**src/design/fdl_defines.vh**
```
`ifndef FDL_DEFINES_VH
`define FDL_DEFINES_VH

// ----------------------------------------
// Register byte offsets
// ----------------------------------------
`define FDL_OFF_CTRL 12'h000
`define FDL_OFF_MODE 12'h004
`define FDL_OFF_FAULT 12'h008
`define FDL_OFF_CMDW 12'h00c
`define FDL_OFF_STAT 12'h010

// ----------------------------------------
// Error response settings
// ----------------------------------------
`define FDL_RSP_FREEWHEEL 3'h0
`define FDL_RSP_RAMP 3'h1
`define FDL_RSP_FAST 3'h2
`define FDL_RSP_DCINJ 3'h3
`define FDL_RSP_IGNORE 3'h4
`define FDL_RSP_PERSTT 3'h5
`define FDL_RSP_FALLBACK 3'h6
`define FDL_RSP_MAINTAIN 3'h7
`define FDL_RSP_RESET 3'h0

// ----------------------------------------
// Control mode select
// ----------------------------------------
`define FDL_MODE_COMBINED 2'h0
`define FDL_MODE_SPLIT 2'h1
`define FDL_MODE_IO 2'h2
`define FDL_MODE_RESET 2'h0

// Source selects
`define FDL_SRC_ETH 1'b1
`define FDL_SRC_HMI 1'b0

// ----------------------------------------
// Fault codes
// ----------------------------------------
`define FDL_ETH_TIMEOUT 4'h1
`define FDL_EXT_BAD_IP 4'h1
`define FDL_EXT_DUP_IP 4'h2
`define FDL_EXT_REPL 4'h4

// I/O profile command word bits
`define FDL_IO_FWD 0
`define FDL_IO_REV 1
`define FDL_IO_RST 7

// ----------------------------------------
// LED colours {green, red_or_yellow}
// ----------------------------------------
`define FDL_LED_OFF 2'h0
`define FDL_LED_GRN 2'h2
`define FDL_LED_ALT 2'h1

// Blink half period in ns and cycles at 20 MHz
`define FDL_BLINK_NS 250000000
`define FDL_CLK_NS 50
`define FDL_BLINK_CYC (`FDL_BLINK_NS / `FDL_CLK_NS)

`endif

```
**src/design/fdl_blink.v**
```verilog
`timescale 1ns/1ps
`include "fdl_defines.vh"
// Free running divider; toggles phase every half period
module fdl_blink #(
    parameter HALF_CYC = `FDL_BLINK_CYC
) (
    // Clock and reset
    input wire clk,
    input wire rstn,
    // Output
    output reg phase_q
);
    reg [31:0] cnt_q;

    always @(posedge clk) begin
        if (!rstn) begin
            cnt_q <= 32'h0;
            phase_q <= 1'b0;
        end else if (cnt_q >= HALF_CYC - 1) begin
            cnt_q <= 32'h0;
            phase_q <= ~phase_q;
        end else begin
            cnt_q <= cnt_q + 32'h1;
        end
    end
endmodule

```
**src/design/fdl_diag.v**
```verilog
// The address map and register access over APB were chosen for this implementation.
`timescale 1ns/1ps
`include "fdl_defines.vh"
// How it works
// - While interruption active, code register holds cause; 1 means Modbus TCP timeout.
// - Internal fault flag is sticky until power off; nothing clears it.
// - External fault code: 1 invalid IP, 2 duplicate IP, 4 replacement failure.
// - Ignore response disables monitoring; no interruption fault raised.
// - Control mode select picks combined, split or I/O profile.
// - Split with Ethernet command and HMI reference: network word, local reference.
// - Link LED off without link, steady green 100M, steady yellow 10M.
// - Link LED blinks on traffic by speed; alternates during power-on test.
// - Network LED off without IP; alternates green/red during power-on test.
// - Network LED steady green with command connection, blinks green otherwise.
// - Network LED steady red on duplicate IP, blinks red on lost connection.
// - Response defaults to freewheel; four stop settings enter fault state.
module fdl_diag #(
    parameter BLINK_CYC = `FDL_BLINK_CYC
) (
    // Clock and reset
    input wire clk,
    input wire rstn,
    // APB slave
    input wire psel,
    input wire penable,
    input wire pwrite,
    input wire [11:0] paddr,
    input wire [31:0] pwdata,
    output reg [31:0] prdata,
    output reg pready,
    output reg pslverr,
    // Link and network events
    input wire link_up,
    input wire link_100m,
    input wire link_traffic,
    input wire self_test,
    input wire ip_valid,
    input wire ip_invalid,
    input wire ip_duplicate,
    input wire repl_fail,
    input wire internal_err,
    input wire cmd_conn_open,
    input wire cmd_conn_lost,
    input wire eth_timeout,
    input wire monitored,
    // Network command word and references
    input wire [15:0] net_cmd_word,
    input wire [15:0] net_ref,
    input wire [15:0] hmi_ref,
    // Drive-side outputs
    output reg [15:0] cmd_word_q,
    output reg [15:0] ref_q,
    output reg run_fwd_q,
    output reg run_rev_q,
    output reg fault_reset_q,
    output reg fault_state_q,
    output reg [3:0] comm_interrupt_code,
    output reg internal_fault_flag,
    output reg [3:0] external_fault_code,
    // LEDs: [1] green, [0] yellow or red
    output reg [1:0] link_led_q,
    output reg [1:0] network_status_led
);
    // ----------------------------------------
    // Control registers
    // ----------------------------------------
    reg [2:0] err_rsp_q;
    reg [1:0] control_mode_select;
    reg command_source_1;
    reg reference_source_1;
    reg conn_lost_q;
    wire phase;
    reg [1:0] link_led_d;
    reg [1:0] ns_led_d;
    reg [15:0] cmd_d;
    reg [15:0] ref_d;
    reg [31:0] rd_d;
    wire wr_en;
    wire rd_en;
    wire addr_bad;

    // Stop settings that move the drive into the fault state
    function enters_fault;
        input [2:0] rsp;
        begin
            enters_fault = (rsp == `FDL_RSP_FREEWHEEL) || (rsp == `FDL_RSP_RAMP) ||
                (rsp == `FDL_RSP_FAST) || (rsp == `FDL_RSP_DCINJ);
        end
    endfunction

    // Blink colour: on in phase, off out of phase
    function [1:0] blink;
        input [1:0] colour;
        input ph;
        begin
            blink = ph ? colour : `FDL_LED_OFF;
        end
    endfunction

    fdl_blink #(
        .HALF_CYC(BLINK_CYC)
    ) u_blink (
        .clk(clk),
        .rstn(rstn),
        .phase_q(phase)
    );

    // ----------------------------------------
    // APB slave, zero wait states
    // ----------------------------------------
    assign wr_en = psel && penable && pwrite;
    assign rd_en = psel && !penable && !pwrite;
    // Unmapped or unaligned offsets answer with an error and change nothing
    assign addr_bad = (paddr > `FDL_OFF_STAT) || (paddr[1:0] != 2'h0);

    always @* begin
        case (paddr)
            `FDL_OFF_CTRL: rd_d = {29'h0, err_rsp_q};
            `FDL_OFF_MODE: rd_d = {28'h0, reference_source_1, command_source_1,
                control_mode_select};
            `FDL_OFF_FAULT: rd_d = {19'h0, internal_fault_flag, external_fault_code,
                4'h0, comm_interrupt_code};
            `FDL_OFF_CMDW: rd_d = {cmd_word_q, ref_q};
            `FDL_OFF_STAT: rd_d = {26'h0, fault_state_q, conn_lost_q,
                network_status_led, link_led_q};
            default: rd_d = 32'h0;
        endcase
    end

    always @(posedge clk) begin
        if (!rstn) begin
            prdata <= 32'h0;
            pready <= 1'b0;
            pslverr <= 1'b0;
            err_rsp_q <= `FDL_RSP_RESET;
            control_mode_select <= `FDL_MODE_RESET;
            command_source_1 <= `FDL_SRC_ETH;
            reference_source_1 <= `FDL_SRC_ETH;
        end else begin
            // Ready rises in the access cycle so every transfer takes two cycles
            pready <= psel && !penable;
            pslverr <= psel && !penable && addr_bad;
            // Read data is captured in setup so prdata stays a plain register output
            if (rd_en) begin
                prdata <= rd_d;
            end
            if (wr_en && pready) begin
                case (paddr)
                    `FDL_OFF_CTRL: err_rsp_q <= pwdata[2:0];
                    `FDL_OFF_MODE: begin
                        // Mode code 3 is undefined; the old mode is kept rather than guessed
                        if (pwdata[1:0] != 2'h3) begin
                            control_mode_select <= pwdata[1:0];
                        end
                        command_source_1 <= pwdata[2];
                        reference_source_1 <= pwdata[3];
                    end
                    default: ;
                endcase
            end
        end
    end

    // ----------------------------------------
    // Fault codes
    // ----------------------------------------
    always @(posedge clk) begin
        if (!rstn) begin
            comm_interrupt_code <= 4'h0;
            external_fault_code <= 4'h0;
            fault_state_q <= 1'b0;
            conn_lost_q <= 1'b0;
        end else begin
            // Ignore disables monitoring outright
            if (eth_timeout && monitored && err_rsp_q != `FDL_RSP_IGNORE) begin
                comm_interrupt_code <= `FDL_ETH_TIMEOUT;
            end else begin
                comm_interrupt_code <= 4'h0;
            end
            // Settings 4 to 7 keep the drive running through an interruption
            fault_state_q <= eth_timeout && monitored && enters_fault(err_rsp_q);
            if (ip_duplicate) begin
                external_fault_code <= `FDL_EXT_DUP_IP;
            end else if (ip_invalid) begin
                external_fault_code <= `FDL_EXT_BAD_IP;
            end else if (repl_fail) begin
                external_fault_code <= `FDL_EXT_REPL;
            end else begin
                external_fault_code <= 4'h0;
            end
            // Lost-connection indication holds until a new connection opens
            // A loss in the same cycle as an open wins, so the red blink is not missed
            if (cmd_conn_lost) begin
                conn_lost_q <= 1'b1;
            end else if (cmd_conn_open) begin
                conn_lost_q <= 1'b0;
            end
        end
    end

    // Sticky: only a power cycle (reset) clears it
    always @(posedge clk) begin
        if (!rstn) begin
            internal_fault_flag <= 1'b0;
        end else if (internal_err) begin
            internal_fault_flag <= 1'b1;
        end
    end

    // ----------------------------------------
    // Command and reference source routing
    // ----------------------------------------
    always @* begin
        // Defaults keep every path assigned
        cmd_d = net_cmd_word;
        ref_d = net_ref;
        case (control_mode_select)
            `FDL_MODE_COMBINED: begin
                cmd_d = net_cmd_word;
                ref_d = net_ref;
            end
            `FDL_MODE_SPLIT: begin
                // No local command path is modelled, so an HMI command source yields zero
                cmd_d = (command_source_1 == `FDL_SRC_ETH) ? net_cmd_word : 16'h0;
                ref_d = (reference_source_1 == `FDL_SRC_ETH) ? net_ref : hmi_ref;
            end
            `FDL_MODE_IO: begin
                cmd_d = net_cmd_word;
                ref_d = hmi_ref;
            end
            default: begin
                cmd_d = 16'h0;
                ref_d = 16'h0;
            end
        endcase
    end

    always @(posedge clk) begin
        if (!rstn) begin
            cmd_word_q <= 16'h0;
            ref_q <= 16'h0;
            run_fwd_q <= 1'b0;
            run_rev_q <= 1'b0;
            fault_reset_q <= 1'b0;
        end else begin
            cmd_word_q <= cmd_d;
            ref_q <= ref_d;
            // I/O profile decodes only three loose bits; the whole word still passes through to cmd_word_q
            if (control_mode_select == `FDL_MODE_IO) begin
                run_fwd_q <= net_cmd_word[`FDL_IO_FWD];
                run_rev_q <= net_cmd_word[`FDL_IO_REV];
                fault_reset_q <= net_cmd_word[`FDL_IO_RST];
            end else begin
                run_fwd_q <= 1'b0;
                run_rev_q <= 1'b0;
                fault_reset_q <= 1'b0;
            end
        end
    end

    // ----------------------------------------
    // LEDs
    // ----------------------------------------
    // Self test outranks every other state so the power-on pattern is always seen
    always @* begin
        if (self_test) begin
            link_led_d = phase ? `FDL_LED_GRN : `FDL_LED_ALT;
        end else if (!link_up) begin
            link_led_d = `FDL_LED_OFF;
        end else if (link_traffic) begin
            link_led_d = blink(link_100m ? `FDL_LED_GRN : `FDL_LED_ALT, phase);
        end else begin
            link_led_d = link_100m ? `FDL_LED_GRN : `FDL_LED_ALT;
        end
    end

    always @* begin
        if (self_test) begin
            ns_led_d = phase ? `FDL_LED_GRN : `FDL_LED_ALT;
        end else if (ip_duplicate) begin
            ns_led_d = `FDL_LED_ALT;
        end else if (!ip_valid) begin
            ns_led_d = `FDL_LED_OFF;
        end else if (cmd_conn_open) begin
            ns_led_d = `FDL_LED_GRN;
        end else if (conn_lost_q) begin
            ns_led_d = blink(`FDL_LED_ALT, phase);
        end else begin
            ns_led_d = blink(`FDL_LED_GRN, phase);
        end
    end

    always @(posedge clk) begin
        if (!rstn) begin
            link_led_q <= `FDL_LED_OFF;
            network_status_led <= `FDL_LED_OFF;
        end else begin
            link_led_q <= link_led_d;
            network_status_led <= ns_led_d;
        end
    end
endmodule

```
**config.mk**
```make
export PLATFORM = sky130hd
export DESIGN_NAME = fdl_diag
export DESIGN_NICKNAME = d
export VERILOG_FILES = /design/src/design/fdl_blink.v /design/src/design/fdl_diag.v
export VERILOG_INCLUDE_DIRS = /design/src /design/src/design
export SDC_FILE = /design/constraint.sdc
export NUM_CORES = 1
export LEC_CHECK = 0
export CAP_MARGIN = 20
export CELL_PAD_IN_SITES_DETAIL_PLACEMENT = 2
export CELL_PAD_IN_SITES_GLOBAL_PLACEMENT = 2
export CORE_UTILIZATION = 39
export DETAILED_ROUTE_END_ITERATION = 8
export DONT_BUFFER_PORTS = 1
export PLACE_DENSITY = 0.85
export REMOVE_ABC_BUFFERS = 1
export SYNTH_ARGS = -nofsm -noshare
export SYNTH_HDL_FRONTEND = slang
export SYNTH_SLANG_ARGS = --single-unit
export TNS_END_PERCENT = 1
```
**constraint.sdc**
```tcl
create_clock -name clk -period 6.25 [get_ports clk]
set_input_delay 1.25 -clock clk [delete_from_list [all_inputs] [get_ports clk]]
set_output_delay 1.25 -clock clk [all_outputs]
set_load 0.01 [all_outputs]
```
---- Word-level counts from Yosys, hierarchy flattened ----
Index checks and enable logic that the tools add are counted.
storage, ports and cells
  bits in registers ....................... 123
  bits of input ports ..................... 110
  output and inout bits ................... 83
  word-level logic and storage cells ...... 91
cells by class
  add/subtract/negate cells ............... 1
  order comparisons ....................... 2
  eq/ne operators ......................... 11
  mux-type cells .......................... 24
  bitwise operators ....................... 2
  reduce and logical (&&, ||, !) cells .... 28
operator list
  kind                                                                      number
  32-bit case mux with 5 select lines                                       1
  16-bit case mux with 3 select lines                                       1
  32-bit by 1-bit adder with 32-bit output (second input constant)          1
  32-bit by 23-bit >= comparator with 1-bit output (second input constant)  1
  16-bit two-way mux                                                        2
  16-bit case mux with 2 select lines                                       1
  2-bit two-way mux                                                         14
  12-bit by 4-bit == test with 1-bit output (second input constant)         2
  12-bit by 3-bit == test with 1-bit output (second input constant)         1
  12-bit by 5-bit == test with 1-bit output (second input constant)         1
  12-bit by 5-bit > comparator with 1-bit output (second input constant)    1
  12-bit logical NOT                                                        1
  1-bit logical AND                                                         9
  3-bit by 2-bit == test with 1-bit output (second input constant)          2
  2-bit AND reduction                                                       3
  2-bit OR reduction                                                        3
  1-bit logical OR                                                          4
  1-bit two-way mux                                                         4
  2-bit nonzero test                                                        2
  3-bit by 1-bit == test with 1-bit output (second input constant)          1
  3-bit logical NOT                                                         1
  3-bit two-way mux                                                         1
  3-bit inequality test (second input constant)                             1
  3-bit AND reduction                                                       1
  other kinds (7)                                                           9

---- Longest topological paths before layout ----
  word-level depth ........................ 6
  gate-level depth with buffers ........... 7
  depth with buffers taken out ............ 6

---- Hierarchy ----
A second synthesis with hierarchy kept.
unflattened totals
  cells, all modules ...................... 484
  area, all modules ....................... 4825.9 um^2
by module, submodules not included
  module     instances  cells an instance  area each (um^2)  sequential area each (um^2)
  fdl_diag   1          345                3423.3            1741.7
  fdl_blink  1          139                1402.6            660.6

---- Least setup slack after synthesis ----
Ideal clock, no wire load.
  kind .................................... input port to flip-flop
  start ................................... in penable
  end ..................................... reg prdata[13]
  setup time .............................. 0.057 ns
  arrival ................................. 2.940 ns
  data required time ...................... 6.193 ns
  setup slack ............................. 3.253 ns
  stages .................................. 6
  buffers on the path ..................... 2
  cells stage by stage .................... or3b_1 > buf_6 > nor4_4 > nor4b_4 > buf_6 > a22o_2
on the way
  word-level cells in the longest chain between the ends .. 3
RTL lines
  item                             line            RTL
  start, declared                  fdl_diag.v:25   input wire penable,
  1-bit logical NOT                fdl_diag.v:112  assign rd_en = psel && !penable && !pwrite;
  1-bit logical AND (2 in series)  fdl_diag.v:112
  end signal, assigned             fdl_diag.v:145  prdata <= rd_d;
  end, declared                    fdl_diag.v:29   output reg [31:0] prdata,
No other way between the ends.
A chain may end at the register's enable or synchronous reset.

---- Final worst setup path ----
  start ................................... in penable
  end ..................................... reg prdata[17]
The elaborated chain is that of the path after synthesis.

==> impl_metrics.json <==
{
  "coreArea_um2": 11600,
  "grt_pass1_vias": 3975,
  "setup_viol": 0,
  "finalWirelength_mm": 15.1,
  "gp_congestion": 0.747,
  "syn-cell-area_um2": 4700,
  "power.density_nw_per_um2": 338,
  "die_area_um2": 12500,
  "hold_violations": 0,
  "post_cts_resized": 0,
  "synth_warnings": 0,
  "cts_max_path_buffers": 2,
  "wire_per_inst_um": 24.1,
  "synth.distinct_cells": 54,
  "drive_above_1_share": 0.136,
  "root_buffer": "clkbuf_16",
  "synth-seq-cells": 120,
  "die_w_um": 112,
  "stdcell_area_um2": 5400,
  "worstMarginPinSlew_ns": 0.960,
  "grt_start_max_net_pins": 47,
  "cts_setup_buffers": 0,
  "fin_crit_sh": 0.454,
  "status": "complete, but fails checks",
  "numCtsBuffers": 17,
  "violations": "DRC",
  "hp-class": "reg2reg",
  "skew_ns": 0.0129,
  "port_buffers": 0,
  "place_hpwl_mm": 9.55,
  "fp.dieH_um": 112,
  "drtPass1Iterations": 9,
  "synthCells": 465,
  "grt_setup_unrepaired": "false",
  "grt_overflow": 0,
  "area_growth_pct": 14.7,
  "worstPathRequired_ns": 6.61,
  "diodes": 0,
  "clkSlewWorstSetupHoldPaths_ns": 0.06,
  "clkSinkCount": 120,
  "gr-usage-all-layers": 0.248,
  "antenna_found_initial": 0,
  "max-slew-margin-rel": 0.360,
  "synth_ff_type": "dfxtp_1",
  "drv_slew": 0,
  "nets": 582,
  "htreeDepth": 4,
  "drt-vias-per-instance": 5.87,
  "row_count": 39,
  "path_max_fanout": 28,
  "holdBufCountCts": 0,
  "seq_area_frac_synth": 0.511,
  "timing.final.ws_setup_ns": 3.41,
  "synth-async-reset-ratio": 0,
  "cap_violations": 0,
  "critPathArrivalTime_ns": 3.20,
  "clock_latency_ns": 0.42,
  "route.vias.total": 3679,
  "ios": 193,
  "dp_slack_ns": 2.99,
  "drt_iter0_drc": 201,
  "setup_tns_ns": 0,
  "drcViolationCount": 16,
  "cts_tree": "built",
  "crit_path_end_kind": "register",
  "p_leak_nw": 2.02,
  "synth.avg_cell_area_um2": 10.1,
  "hold_path_depth": 1,
  "grt_first_pass_wirelength_mm": 23.1,
  "rr_worst_depth": 6,
  "period_minus_slack_ns": 2.84,
  "route.antenna.remaining_nets": 0,
  "place_area_um2": 4810,
  "synth_edf_count": 0,
  "critical_path_class": "in2reg",
  "initial_utilization": 0.407,
  "startpoint_type": "input pin",
  "max_freq_ghz": 0.352,
  "peakVddDrop_v": 0.000165
}
[metrics by stage]
| stage | util | std cells | total power [mW] | hold WS (ns) |
|---|---|---|---|---|
| after floorplan | - | 446 | 0.857 | 0.418 |
| after global placement | 0.416 | 594 | 0.869 | 0.428 |
| after detailed placement | 0.416 | 594 | 0.873 | 0.464 |
| after CTS | 0.466 | 626 | 1.84 | 0.476 |
| after global routing | 0.467 | 627 | 1.88 | 0.503 |
| final | 0.467 | 627 | 1.82 | 0.468 |
[critical path, stage by stage]
cell	delay, ns
or3b_1	0.54
nor4_4	0.56
nor4b_4	0.27
buf_4	0.36
a22o_2	0.21
[kinds of logic (layout without fill, tap and decap cells)]
family | count (synthesis) | in the layout | share of synthesized area
simple gates | 170 | 170 | 0.200
flops | 120 | 120 | 0.511
compound gates | 92 | 92 | 0.151
buf+inv | 33 | 40 | 0.0343
mux | 27 | 27 | 0.0614
xor+xnor | 21 | 21 | 0.0391
fa+ha+maj | 1 | 1 | 0.00266
other cells | 1 | 13 | 0.000797
[path summary, 6_finish.rpt]
path	to	from	slack, ns
setup / recovery	prdata[17]	penable	3.41
hold reg to reg	u_blink.cnt_q[0]	u_blink.cnt_q[0]	0.47
hold / removal	u_blink.cnt_q[0]	u_blink.cnt_q[0]	0.47
setup reg to reg	u_blink.cnt_q[16]	u_blink.cnt_q[0]	3.62
[state kept, by name (all words and copies together) (netlist names), 2 cells and up]
name / cells
prdata: 32
u_blink.cnt_q: 32
cmd_word_q: 16
ref_q: 16
err_rsp_q: 3
external_fault_code: 3
control_mode_select: 2
link_led_q: 2
network_status_led: 2
[cell type report]
type | count | area, µm²
flip-flops and latches | 120 | 2400
fillers | 1192 | 6170
clock buffers | 17 | 425
repair buffers | 6 | 42.5
inverters | 2 | 7.51
multi-input cells | 324 | 2190
clock inverters | 15 | 153
well taps | 143 | 179
[synthesized netlist by cell type, drive strengths merged, types with 2 or more instances]
master | n | area [µm²]
a21boi | 4 | 30.0
a21o | 3 | 22.5
a21oi | 3 | 15.0
a22o | 26 | 252
a22oi | 19 | 143
and2 | 37 | 233
and3 | 3 | 18.8
and3b | 2 | 18.8
buf | 10 | 75.1
clkbuf | 21 | 78.8
dfxtp | 120 | 2400
inv | 2 | 7.51
mux2 | 5 | 56.3
mux2i | 21 | 210
nand2 | 28 | 105
nand3 | 16 | 80.1
nand4 | 9 | 56.3
nand4b | 2 | 17.5
nand4bb | 2 | 22.5
nor2 | 40 | 150
nor2b | 9 | 56.3
nor3 | 5 | 25.0
nor3b | 2 | 15.0
nor4 | 6 | 52.6
nor4b | 2 | 32.5
nor4bb | 2 | 20.0
o21a | 5 | 37.5
o21ai | 8 | 40.0
o221a | 2 | 22.5
o22ai | 16 | 100
xnor2 | 7 | 61.3
xor2 | 14 | 123
[routing by layer]
metal,up-vias,routed length (µm),global-route usage,part of all wire
met3,17,1050,0.0817,0.069
met5,-,0,0,0
li1,1665,-,-,-
met2,131,8240,0.458,0.54
met1,1866,5640,0.263,0.37
met4,0,212,0.0847,0.014
[power breakdown]
| part | internal (mW) | switching [mW] | leakage, nW |
|---|---|---|---|
| clock network | 0.587 | 0.376 | 0.284 |
| registers | 0.786 | 0.0240 | 0.983 |
| logic | 0.0244 | 0.0243 | 0.754 |
[placed cells by master (no fill, tap or decap), drive strengths merged, types with 3 or more instances in the layout]
master	synthesis	routed
a21o	3	3
nor3	5	5
mux2	5	5
nor2b	9	9
nand2	28	28
nand3	16	16
a21boi	4	4
a22o	26	26
a21oi	3	3
o21ai	8	8
dfxtp	120	120
nor2	40	40
clkbuf	21	18
nor4	6	6
buf	10	5
xor2	14	14
and2	37	37
o22ai	16	16
o21a	5	5
mux2i	21	21
and3	3	3
a22oi	19	19
inv	2	5
xnor2	7	7
clkinv	0	8
nand4	9	9
conb	1	13
(Power assumes the default switching activity.)
